$ cat src/inc/lane_sync_pkg.sv
// Package of constants and types for the lane sync status block
package lane_sync_pkg;

    // ==================================================================
    // Sizes
    localparam int LANES         = 4;
    localparam int ERR_CNT_W     = 3;
    localparam int MAP_W         = 2;
    localparam int PERIOD_W      = 16;

    // ==================================================================
    // Reset values
    localparam logic [LANES-1:0]    LANE_BITS_RST = 4'h0;
    localparam logic [ERR_CNT_W-1:0] ERR_CNT_RST  = 3'h0;
    localparam logic [MAP_W-1:0]    MAP_RST       = 2'h0;
    localparam logic [PERIOD_W-1:0] PERIOD_RST    = 16'h3FFF;

    // ==================================================================
    // Word-sync decisions
    localparam logic [5:0] SH_BAD_LIMIT = 6'h10;
    localparam logic [6:0] SH_WINDOW    = 7'h40;

    // ==================================================================
    // Per-lane sync states
    typedef enum logic [1:0] {
        ST_HUNT   = 2'b00,
        ST_LOCKED = 2'b01,
        ST_MARKED = 2'b10
    } sync_state_t;

endpackage

$ cat src/rtl/lane_sync_unit.sv
// One lane of sync header checking and marker spacing tracking
`timescale 1ns/1ps
`default_nettype none
module lane_sync_unit
    import lane_sync_pkg::*;
#(
    parameter int PW = PERIOD_W
)
(
    // Clock and reset
    input  wire logic                 core_clk,
    input  wire logic                 rst,
    input  wire logic                 clk_en,
    // Lane inputs, already synchronised, and the marker period setting, passed straight in
    input  wire logic                 word_valid,
    input  wire logic                 sh_error,
    input  wire logic                 marker_seen,
    input  wire logic [MAP_W-1:0]     phys_lane,
    input  wire logic [PW-1:0]        marker_period_setting,
    // Status
    output logic [ERR_CNT_W-1:0]      err_count,
    output logic                      err_count_valid,
    output logic                      block_lock,
    output logic                      marker_found,
    output logic                      word_synced,
    output logic                      sync_err,
    output logic                      spacing_err,
    output logic [MAP_W-1:0]          lane_map
);
    sync_state_t    state;
    sync_state_t    next_state;
    logic [6:0]     win_cnt;
    logic [5:0]     bad_cnt;
    logic [PW-1:0]  gap_cnt;
    logic           ever_marker;
    logic           lost_lock;
    logic           win_end;
    logic           gap_ok;

    assign win_end = word_valid && (win_cnt == SH_WINDOW - 7'h01);
    // Seven bits, so a window of all-bad headers cannot wrap to zero
    assign lost_lock = win_end
        && ({1'b0, bad_cnt} + {6'h00, sh_error} >= {1'b0, SH_BAD_LIMIT});
    assign gap_ok = (gap_cnt == marker_period_setting);

    // ==================================================================
    // Sync state
    always_comb
    begin
        next_state = state;
        case (state)
            ST_HUNT:   if (win_end && !lost_lock) next_state = ST_LOCKED;
            ST_LOCKED:
            begin
                if (lost_lock) next_state = ST_HUNT;
                else if (word_valid && marker_seen) next_state = ST_MARKED;
            end
            ST_MARKED: if (lost_lock) next_state = ST_HUNT;
            default:   next_state = ST_HUNT;
        endcase
    end

    always_ff @(posedge core_clk or posedge rst)
    begin
        if (rst) state <= ST_HUNT;
        else if (clk_en) state <= next_state;
    end

    // ==================================================================
    // Sync header error window
    always_ff @(posedge core_clk or posedge rst)
    begin
        if (rst)
        begin
            win_cnt <= 7'h00;
            bad_cnt <= 6'h00;
        end
        else if (clk_en && word_valid)
        begin
            win_cnt <= win_end ? 7'h00 : win_cnt + 7'h01;
            bad_cnt <= win_end ? 6'h00 : bad_cnt + {5'h00, sh_error};
        end
    end

    // ==================================================================
    // Per-cycle error increment, valid only with its strobe
    always_ff @(posedge core_clk or posedge rst)
    begin
        if (rst)
        begin
            err_count       <= ERR_CNT_RST;
            err_count_valid <= 1'b0;
        end
        else if (clk_en)
        begin
            err_count_valid <= word_valid;
            err_count <= {2'h0, word_valid && sh_error};
        end
    end

    // ==================================================================
    // Marker spacing: markers must have exactly period non-marker words between them
    always_ff @(posedge core_clk or posedge rst)
    begin
        if (rst)
        begin
            gap_cnt     <= '0;
            ever_marker <= 1'b0;
            spacing_err <= 1'b0;
            lane_map    <= MAP_RST;
        end
        else if (clk_en)
        begin
            if (state == ST_HUNT)
            begin
                ever_marker <= 1'b0;
                spacing_err <= 1'b0;
                gap_cnt     <= '0;
            end
            else if (word_valid)
            begin
                if (marker_seen)
                begin
                    if (ever_marker) spacing_err <= !gap_ok;
                    ever_marker <= 1'b1;
                    gap_cnt     <= '0;
                    lane_map    <= phys_lane;
                end
                else
                begin
                    gap_cnt <= gap_cnt + {{(PW-1){1'b0}}, 1'b1};
                    if (ever_marker && gap_cnt >= marker_period_setting)
                        spacing_err <= 1'b1;
                end
            end
        end
    end

    // ==================================================================
    // Level status, all low under reset
    assign block_lock   = (state != ST_HUNT);
    assign marker_found = (state == ST_MARKED);
    assign word_synced  = (state == ST_MARKED);
    assign sync_err     = !word_synced && !rst;
endmodule
`default_nettype wire

$ cat src/rtl/lane_sync_status.sv
// Four-lane receive PCS sync and marker status
`timescale 1ns/1ps
`default_nettype none
// Operation
// - Each lane drives a count of sync header errors, valid with its strobe.
// - Each lane has a one-bit strobe that marks its count usable that cycle.
// - A lane's bit is high while its marker is found and lane de-multiplexed.
// - Each lane presents two bits naming the physical lane that carries it.
// - A lane map is valid only while that lane's word sync bit is high.
// - A lane's bit is high only after word sync and a received marker.
// - A lane's bit is high if header errors broke sync or no marker came.
// - Spacing error is high while markers lack exactly period words between them.
// - One bit per lane is high while that lane holds 64b/66b block lock.
module lane_sync_status
    import lane_sync_pkg::*;
#(
    parameter int lane_count_param = LANES,
    parameter int PW               = PERIOD_W
)
(
    // Clock, reset, enable
    input  wire logic                               core_clk,
    input  wire logic                               rst,
    input  wire logic                               clk_en,
    // Transceiver lane indications, one bit or field per lane
    input  wire logic [lane_count_param-1:0]        lane_word_valid,
    input  wire logic [lane_count_param-1:0]        lane_sh_error,
    input  wire logic [lane_count_param-1:0]        lane_marker_seen,
    input  wire logic [lane_count_param*MAP_W-1:0]  lane_phys_id,
    // Configuration
    input  wire logic [PW-1:0]                      marker_period_setting,
    // Per-lane error counts and strobes
    output logic [lane_count_param*ERR_CNT_W-1:0]   framing_err_count,
    output logic [lane_count_param-1:0]             framing_err_valid,
    // Level status
    output logic [lane_count_param-1:0]             block_lock_bits,
    output logic [lane_count_param-1:0]             lane_marker_found,
    output logic [lane_count_param*MAP_W-1:0]       physical_lane_map,
    output logic [lane_count_param-1:0]             lane_word_sync_bits,
    output logic [lane_count_param-1:0]             lane_sync_error,
    output logic [lane_count_param-1:0]             lane_marker_spacing_error
);
    // Inputs arrive from the transceiver side of the chip, so each is
    // passed through two flops before the lane logic looks at it.
    localparam int IW = 3 + MAP_W;

    genvar g;
    generate
        for (g = 0; g < lane_count_param; g++)
        begin : lane
            logic [IW-1:0] meta;
            logic [IW-1:0] sync;

            always_ff @(posedge core_clk or posedge rst)
            begin
                if (rst)
                begin
                    meta <= '0;
                    sync <= '0;
                end
                else if (clk_en)
                begin
                    meta <= {lane_word_valid[g], lane_sh_error[g],
                             lane_marker_seen[g],
                             lane_phys_id[g*MAP_W +: MAP_W]};
                    sync <= meta;
                end
            end

            lane_sync_unit #(
                .PW (PW)
            ) u_lane (
                .core_clk              (core_clk),
                .rst                   (rst),
                .clk_en                (clk_en),
                .word_valid            (sync[IW-1]),
                .sh_error              (sync[IW-2]),
                .marker_seen           (sync[IW-3]),
                .phys_lane             (sync[MAP_W-1:0]),
                .marker_period_setting (marker_period_setting),
                .err_count       (framing_err_count[g*ERR_CNT_W +: ERR_CNT_W]),
                .err_count_valid (framing_err_valid[g]),
                .block_lock            (block_lock_bits[g]),
                .marker_found          (lane_marker_found[g]),
                .word_synced           (lane_word_sync_bits[g]),
                .sync_err              (lane_sync_error[g]),
                .spacing_err           (lane_marker_spacing_error[g]),
                .lane_map        (physical_lane_map[g*MAP_W +: MAP_W])
            );
        end
    endgenerate
endmodule
`default_nettype wire

$ cat config.mk
export PLATFORM = sky130hd
export DESIGN_NAME = lane_sync_status
export DESIGN_NICKNAME = d
export VERILOG_FILES = /design/src/inc/lane_sync_pkg.sv /design/src/rtl/lane_sync_unit.sv /design/src/rtl/lane_sync_status.sv
export SDC_FILE = /design/constraint.sdc
export NUM_CORES = 1
export LEC_CHECK = 0
export ABC_AREA = 1
export ABC_CLOCK_PERIOD_IN_PS = 1600
export BUFFER_PORTS_ARGS = -buffer_cell sky130_fd_sc_hd__buf_2
export CORE_AREA = 2 2 165 135
export DETAILED_ROUTE_END_ITERATION = 7
export DIE_AREA = 0 0 167 137
export PLACE_DENSITY = 0.76
export SLEW_MARGIN = 0
export SYNTH_ARGS = -nofsm -noshare
export SYNTH_HDL_FRONTEND = slang
export SYNTH_HIERARCHICAL = 1
export SYNTH_SLANG_ARGS = --single-unit
$ cat constraint.sdc
create_clock -name core_clk -period 1.6 [get_ports core_clk]
set_input_delay 0.16 -clock core_clk [delete_from_list [all_inputs] [get_ports core_clk]]
set_output_delay 0.16 -clock core_clk [all_outputs]
set_load 0.02 [all_outputs]
* Word level (Yosys, flattened, before mapping)
Cells that the tools add are included.
** Storage, ports and cells
- Output and inout bits :: 44
- Input bits :: 39
- Word-level logic and storage cells :: 261
- Register bits after elaboration :: 188
** Cells by class
- Muxes and demuxes :: 72
- Magnitude comparators :: 8
- $add $sub $neg :: 16
- Reductions and logical operators :: 85
- Equality and inequality tests :: 32
- Bitwise gates (word level) :: 4
** Operators by type and width (count)
- 2-to-1 mux 16 bit :: 12
- adder 16 x 1 -> 16 bit (second input constant) :: 4
- equality test 16 bit :: 4
- greater-or-equal comparator 16 bit :: 4
- AND reduction 4 bit :: 12
- logical AND 1 bit :: 32
- 2-to-1 mux 1 bit :: 32
- 2-to-1 mux 2 bit :: 16
- adder 6 x 1 -> 7 bit :: 4
- adder 7 x 1 -> 7 bit (second input constant) :: 4
- equality test 7 x 6 -> 1 bit (second input constant) :: 4
- greater-or-equal comparator 7 x 5 -> 1 bit (second input constant) :: 4
- 2-to-1 mux 7 bit :: 4
- adder 6 x 1 -> 6 bit :: 4
- 2-to-1 mux 6 bit :: 4
- != test 3 x 1 -> 1 bit (second input constant) :: 8
- case mux 2 bit (3 select lines) :: 4
- nonzero test 2 bit :: 12
- zero test 1 bit :: 13
- AND reduction 3 bit :: 4
- nonzero test 3 bit :: 4
- equality test 2 x 1 -> 1 bit (second input constant) :: 4
- equality test 2 bit (second input constant) :: 4
- zero test 2 bit :: 4
- 4 further kinds :: 16

* Longest topological paths before layout
- Depth in word-level cells :: 7
- Depth in mapped cells :: 13
- Depth with buffers taken out :: 13

* By module
Netlist, hierarchy kept.
** Modules (own cells, without submodules)
- lane_sync_unit at lane[0].u_lane ... :: area each 2449.8 um^2, instances 2, sequential area each 925.9 um^2, cells an instance 323
- lane_sync_unit at lane[2].u_lane :: area each 2532.4 um^2, instances 1, sequential area each 925.9 um^2, cells an instance 336
- lane_sync_unit at lane[3].u_lane :: area each 2473.6 um^2, instances 1, sequential area each 925.9 um^2, cells an instance 328
- lane_sync_status :: area each 1559.0 um^2, instances 1, sequential area each 1001.0 um^2, cells an instance 171

* Worst setup path after synthesis
OpenSTA, ideal clock, no wires.
- Path type :: register to register
- Start :: reg lane[0].sync[3]
- End :: reg lane[0].u_lane.state[0]
- Cell stages (with the launch flop) :: 13
- Data required time :: 1.483 ns
- Setup slack :: 0.063 ns
- Setup time :: 0.117 ns
- Buffers on the path :: 0
- Clock period less this slack :: 1.537 ns
- Data arrival time :: 1.420 ns
- Cell sequence :: dfrtp_1 -> ha_1 -> ha_1 -> nand2_1 -> nor2_1 -> nand2_1 -> nand2_1 -> nand3_1 -> nand2_1 -> nand2_1 -> nand3_1 -> nand2_1 -> nand2_1
** On the way
- Cells in the longest elaborated chain, start to end :: 7
- Elaborated cells on any way between the ends :: 11
- Classes of those cells :: add/sub (1); order compare (1); eq/ne (3); mux (2); reduce/logical (4)
** Ends and longest elaborated chain
- from (decl) :: line lane_sync_status.sv:52 : logic [IW-1:0] sync;
- from (signal assigned) :: line lane_sync_status.sv:66 : sync <= meta;
- adder 6 x 1 -> 7 bit * :: line lane_sync_unit.sv:43 : && ({1'b0, bad_cnt} + {6'h00, sh_error} >= {1'b0, SH_BAD_LIMIT});
- greater-or-equal comparator 7 x 5 -> 1 bit * :: line lane_sync_unit.sv:43
- logical AND 1 bit * :: line lane_sync_unit.sv:43
- zero test 1 bit :: line lane_sync_unit.sv:52 : ST_HUNT: if (win_end && !lost_lock) next_state = ST_LOCKED;
- logical AND 1 bit :: line lane_sync_unit.sv:52
- != test 2 x 1 -> 1 bit (no source line)
- AND reduction 4 bit (no source line)
- to (signal assigned) :: line lane_sync_unit.sv:66 : else if (clk_en) state <= next_state;
- to (decl) :: line lane_sync_unit.sv:30 : sync_state_t state;
Mark *: on every way between the ends. The rest lies on a longest branch, timed or not.
A chain may end at the register's enable or synchronous reset.

* Worst setup path after layout
- Start :: reg lane[2].sync[3]
- End :: reg lane[2].u_lane.state[0]
** On the way
- Cells in the longest elaborated chain, start to end :: 7
- Elaborated cells on any way between the ends :: 11
- Classes of those cells :: add/sub (1); order compare (1); eq/ne (3); mux (2); reduce/logical (4)
** Ends and longest elaborated chain (line)
- from (decl) :: lane_sync_status.sv:52
- from (signal assigned) :: lane_sync_status.sv:66
- adder 6 x 1 -> 7 bit * :: lane_sync_unit.sv:43
- greater-or-equal comparator 7 x 5 -> 1 bit * :: lane_sync_unit.sv:43
- logical AND 1 bit * :: lane_sync_unit.sv:43
- zero test 1 bit :: lane_sync_unit.sv:52
- logical AND 1 bit :: lane_sync_unit.sv:52
- != test 2 x 1 -> 1 bit (no source line)
- AND reduction 4 bit (no source line)
- to (signal assigned) :: lane_sync_unit.sv:66
- to (decl) :: lane_sync_unit.sv:30
Marked as above.

==> out/qor.yml <==
run_status:
  status: "finished, violations left"
  violations: "negative setup slack"
timing:
  fmax_mhz: 610.5
  fin_crit_sh: 1.024
  tns_ns: -0.08341
  worst_slew_pin_slew_ns: 0.5429
  maxSlewViolCount: 0
  min_period_ns: 1.638
  setup_viol: 4
  clock_skew_ns: 0.01628
  setup_ws_ns: -0.03787
  rsz0062_at_grt: "true"
  relSlewSlack: 0.6358
  timing.final.hold_violations: 0
  holdWs_ns: 0.1423
cts:
  clockBufferDepth: 2
  cts_tree: "done"
  cts.clk_slew.worst_paths_ns: 0.07
  cts-buffers-inserted: 17
  cts.sinks: 188
  htreeDepth: 4
  ctsRootBufferMaster: "clkbuf_16"
  worst_skew_pair.late_latency_ns: 0.44
run:
  maxCapViolations: 0
route:
  dr_wl_met3_um: 1811
  maxUsedRoutingLayer: "met4"
  m1WireLength_um: 13600
  wire_per_inst_um: 15.31
  wl_um: 30710
  via_per_inst: 5.354
  met2_length_um: 14650
  remaining_drc_errors: 0
  ant_nets: 0
  drtIter0Drc: 776
  dr.pass1.iters: 6
  vias: 10740
synthesis:
  synth_cells: 1481
  yosysUniqueCellTypes: 47
  synth-seq-area-share: 0.4103
  syn_avg_cell_area_sq_um: 7.741
  synth-seq-cells: 188
  syn_area_sq_um: 11460
  yosysWarnings: 6
hold_path:
  worstHoldStart: "clk_en"
  worstHoldEndpoint: "lane[1].u_lane/err_count_valid"
  hold_path_depth: 3
  worst_hold_path_type: "in2reg"
finish:
  fill_cells: 1614
  syn_to_final_growth_pct: 29.07
  diodes: 0
  fin_nets: 1840
  drive_gt1_frac: 0.2756
  final_common_cell: "nand2_1"
  seqCellArea_sq_um: 4717
  layout_common_cells: "394 x nand2_1, 182 x inv_1, 178 x dfrtp_1, 137 x buf_4, 111 x nor2_1"
  multi_input_area_sq_um: 6533
setup_path:
  crit_chain: "ha_4 > ha_4 > nand2_4 > nor2_4 > nand2_2 > nand2_4 > nand3_1 > nand2_2 > nand3_2 > nand2_1 > nand2_1"
  max_stage_delay_ns: 0.42
  r2r_start: "lane[2].sync[3]"
  start_kind: "flip-flop"
  worstPathRequired_ns: 1.93
  critPathSlowestCell: "dfrtp_1"
  cp_max_fo: 4
  rr_endpoint: "lane[2].u_lane/state[0]"
  crit_arrival_ns: 1.97
  critPathKind: "reg2reg"
  end_kind: "flip-flop"
  rrSetupSlack_ns: -0.04
  ff2ff_path_depth: 11
pwr:
  vdd_drop_max_mv: 0.5437
  total_power_mw: 12.86
  p_leak_nw: 7.700
  p_per_area_nw_per_um2: 869.4
global_routing:
  grt_pass1_vias: 9772
  grt_max_degree: 41
  track_usage: 0.2541
  antenna_found_initial: 0
  grt_pass1_wl_um: 46660
  globalRouteOverflowTotal: 0
placed_design:
  place_ws_ns: -0.1203
  portBuffers: 74
  gp_congestion: 0.8887
  place_hpwl_um: 20380
floorplanning:
  design.die.area_sq_um: 22880
  num_rows: 48
  io_pins: 83
  initial_utilization: 0.5408
  die_y_um: 137
  core-area_sq_um: 21200
  fp.dieW_um: 167
-- Yosys cell counts, drive strengths merged --
master,number,share of area
nand4,25,0.016
buf,26,0.021
a21o,1,0.00066
a21boi,8,0.0052
clkbuf,2,0.00066
nor3,32,0.016
clkinv,2,0.00066
mux2,8,0.010
o21a,5,0.0033
a21oi,63,0.028
o31ai,1,0.00066
nor2,163,0.066
a31oi,3,0.0016
conb,4,0.0013
xor2,19,0.015
ha,80,0.087
inv,207,0.069
xnor2,6,0.0046
o21bai,9,0.0059
o21ai,71,0.031
or2,1,0.00055
and2,2,0.0011
nand3,84,0.039
dfrtp,188,0.41
a22oi,2,0.0013
o22ai,5,0.0027
nand2,455,0.16
and3,7,0.0043
a22o,2,0.0015
-- what timing repair did --
action / in CTS / in global routing
endpoints found under the setup margin: 21 / 57
setup buffers: 15 / 49
gates cloned: 0 / 1
endpoints found under the hold margin: 150 / 0
pin swaps: 17 / 87
resized for setup: 36 / 200
hold buffers: 21 / 0
-- power breakdown --
part	switching (mW)	internal (mW)
sequential	0.541	5.34
clock	1.91	2.31
combinational	1.62	1.14
-- cells by family after synthesis --
group                      Yosys count  synth area share
DFF                                188            0.4103
muxes                                8           0.01048
xor gates and xnor gates            25           0.01910
buffers and inverters              237           0.09091
other                                4          0.001309
AOI/OAI and AO/OA                  170           0.08207
adders and majority gates           80           0.08731
and+or+nand+nor                    769            0.2985
-- final cells by class --
cell class                      count  area share
Clock buffer                       18     0.02900
Clock inverter                     11    0.009216
Inverter                          209     0.05631
Multi-Input combinational cell   1060      0.4414
Sequential cell                   188      0.3188
Tap cell                          275     0.02325
Timing Repair Buffer              244      0.1215
Timing Repair inverter              1   0.0005073
-- worst max-delay path, delay by kind of cell (launching register included) --
kind | cells | cell delay, ns
flip-flops | 1 | 0.42
adder cells (fa/ha/maj) | 2 | 0.32
AND/OR/NAND/NOR | 9 | 0.80
-- registers in the layout (all words and copies together), names as in the netlist, 8 cells and up --
register,flops
lane.sync,20
lane.u_lane/lane_map,8
lane.u_lane/state,8
lane.u_lane/gap_cnt,64
lane.meta,20
lane.u_lane/bad_cnt,24
lane.u_lane/win_cnt,28
-- metrics by stage --
stage / utilization / area, sq um / cells
final: 0.6980 / 14800 / 2006
after global routing: 0.6980 / 14800 / 2006
after CTS: 0.6448 / 13670 / 1957
after detailed placement: 0.5966 / 12650 / 1892
after global placement: 0.5966 / 12650 / 1892
after floorplan: - / 11480 / 1485
-- worst max path at each step --
stage | depth (start not counted) | slack, ns | startpoint | endpoint
floorplan | 12 | 0.06 | lane[0].sync[3] | lane[0].u_lane/state[0]
global placement | 11 | -0.01 | marker_period_setting[15] | lane[2].u_lane/spacing_err
detailed placement | 12 | -0.12 | lane[2].sync[3] | lane[2].u_lane/state[0]
CTS | 10 | 0.00003 | lane[0].u_lane/gap_cnt[13] | lane[0].u_lane/spacing_err
global route | 11 | -0.14 | lane[0].u_lane/bad_cnt[0] | lane[0].u_lane/state[1]
finish | 11 | -0.04 | lane[2].sync[3] | lane[2].u_lane/state[0]
-- layer usage --
| metal | track usage | vias up |
|---|---|---|
| met4 | 0.08812 | 0 |
| met5 | 0 | - |
| met1 | 0.3509 | 5133 |
| li1 | - | 5196 |
| met2 | 0.4067 | 363 |
| met3 | 0.04482 | 49 |
Note: power is estimated with default switching activity, not from simulation.
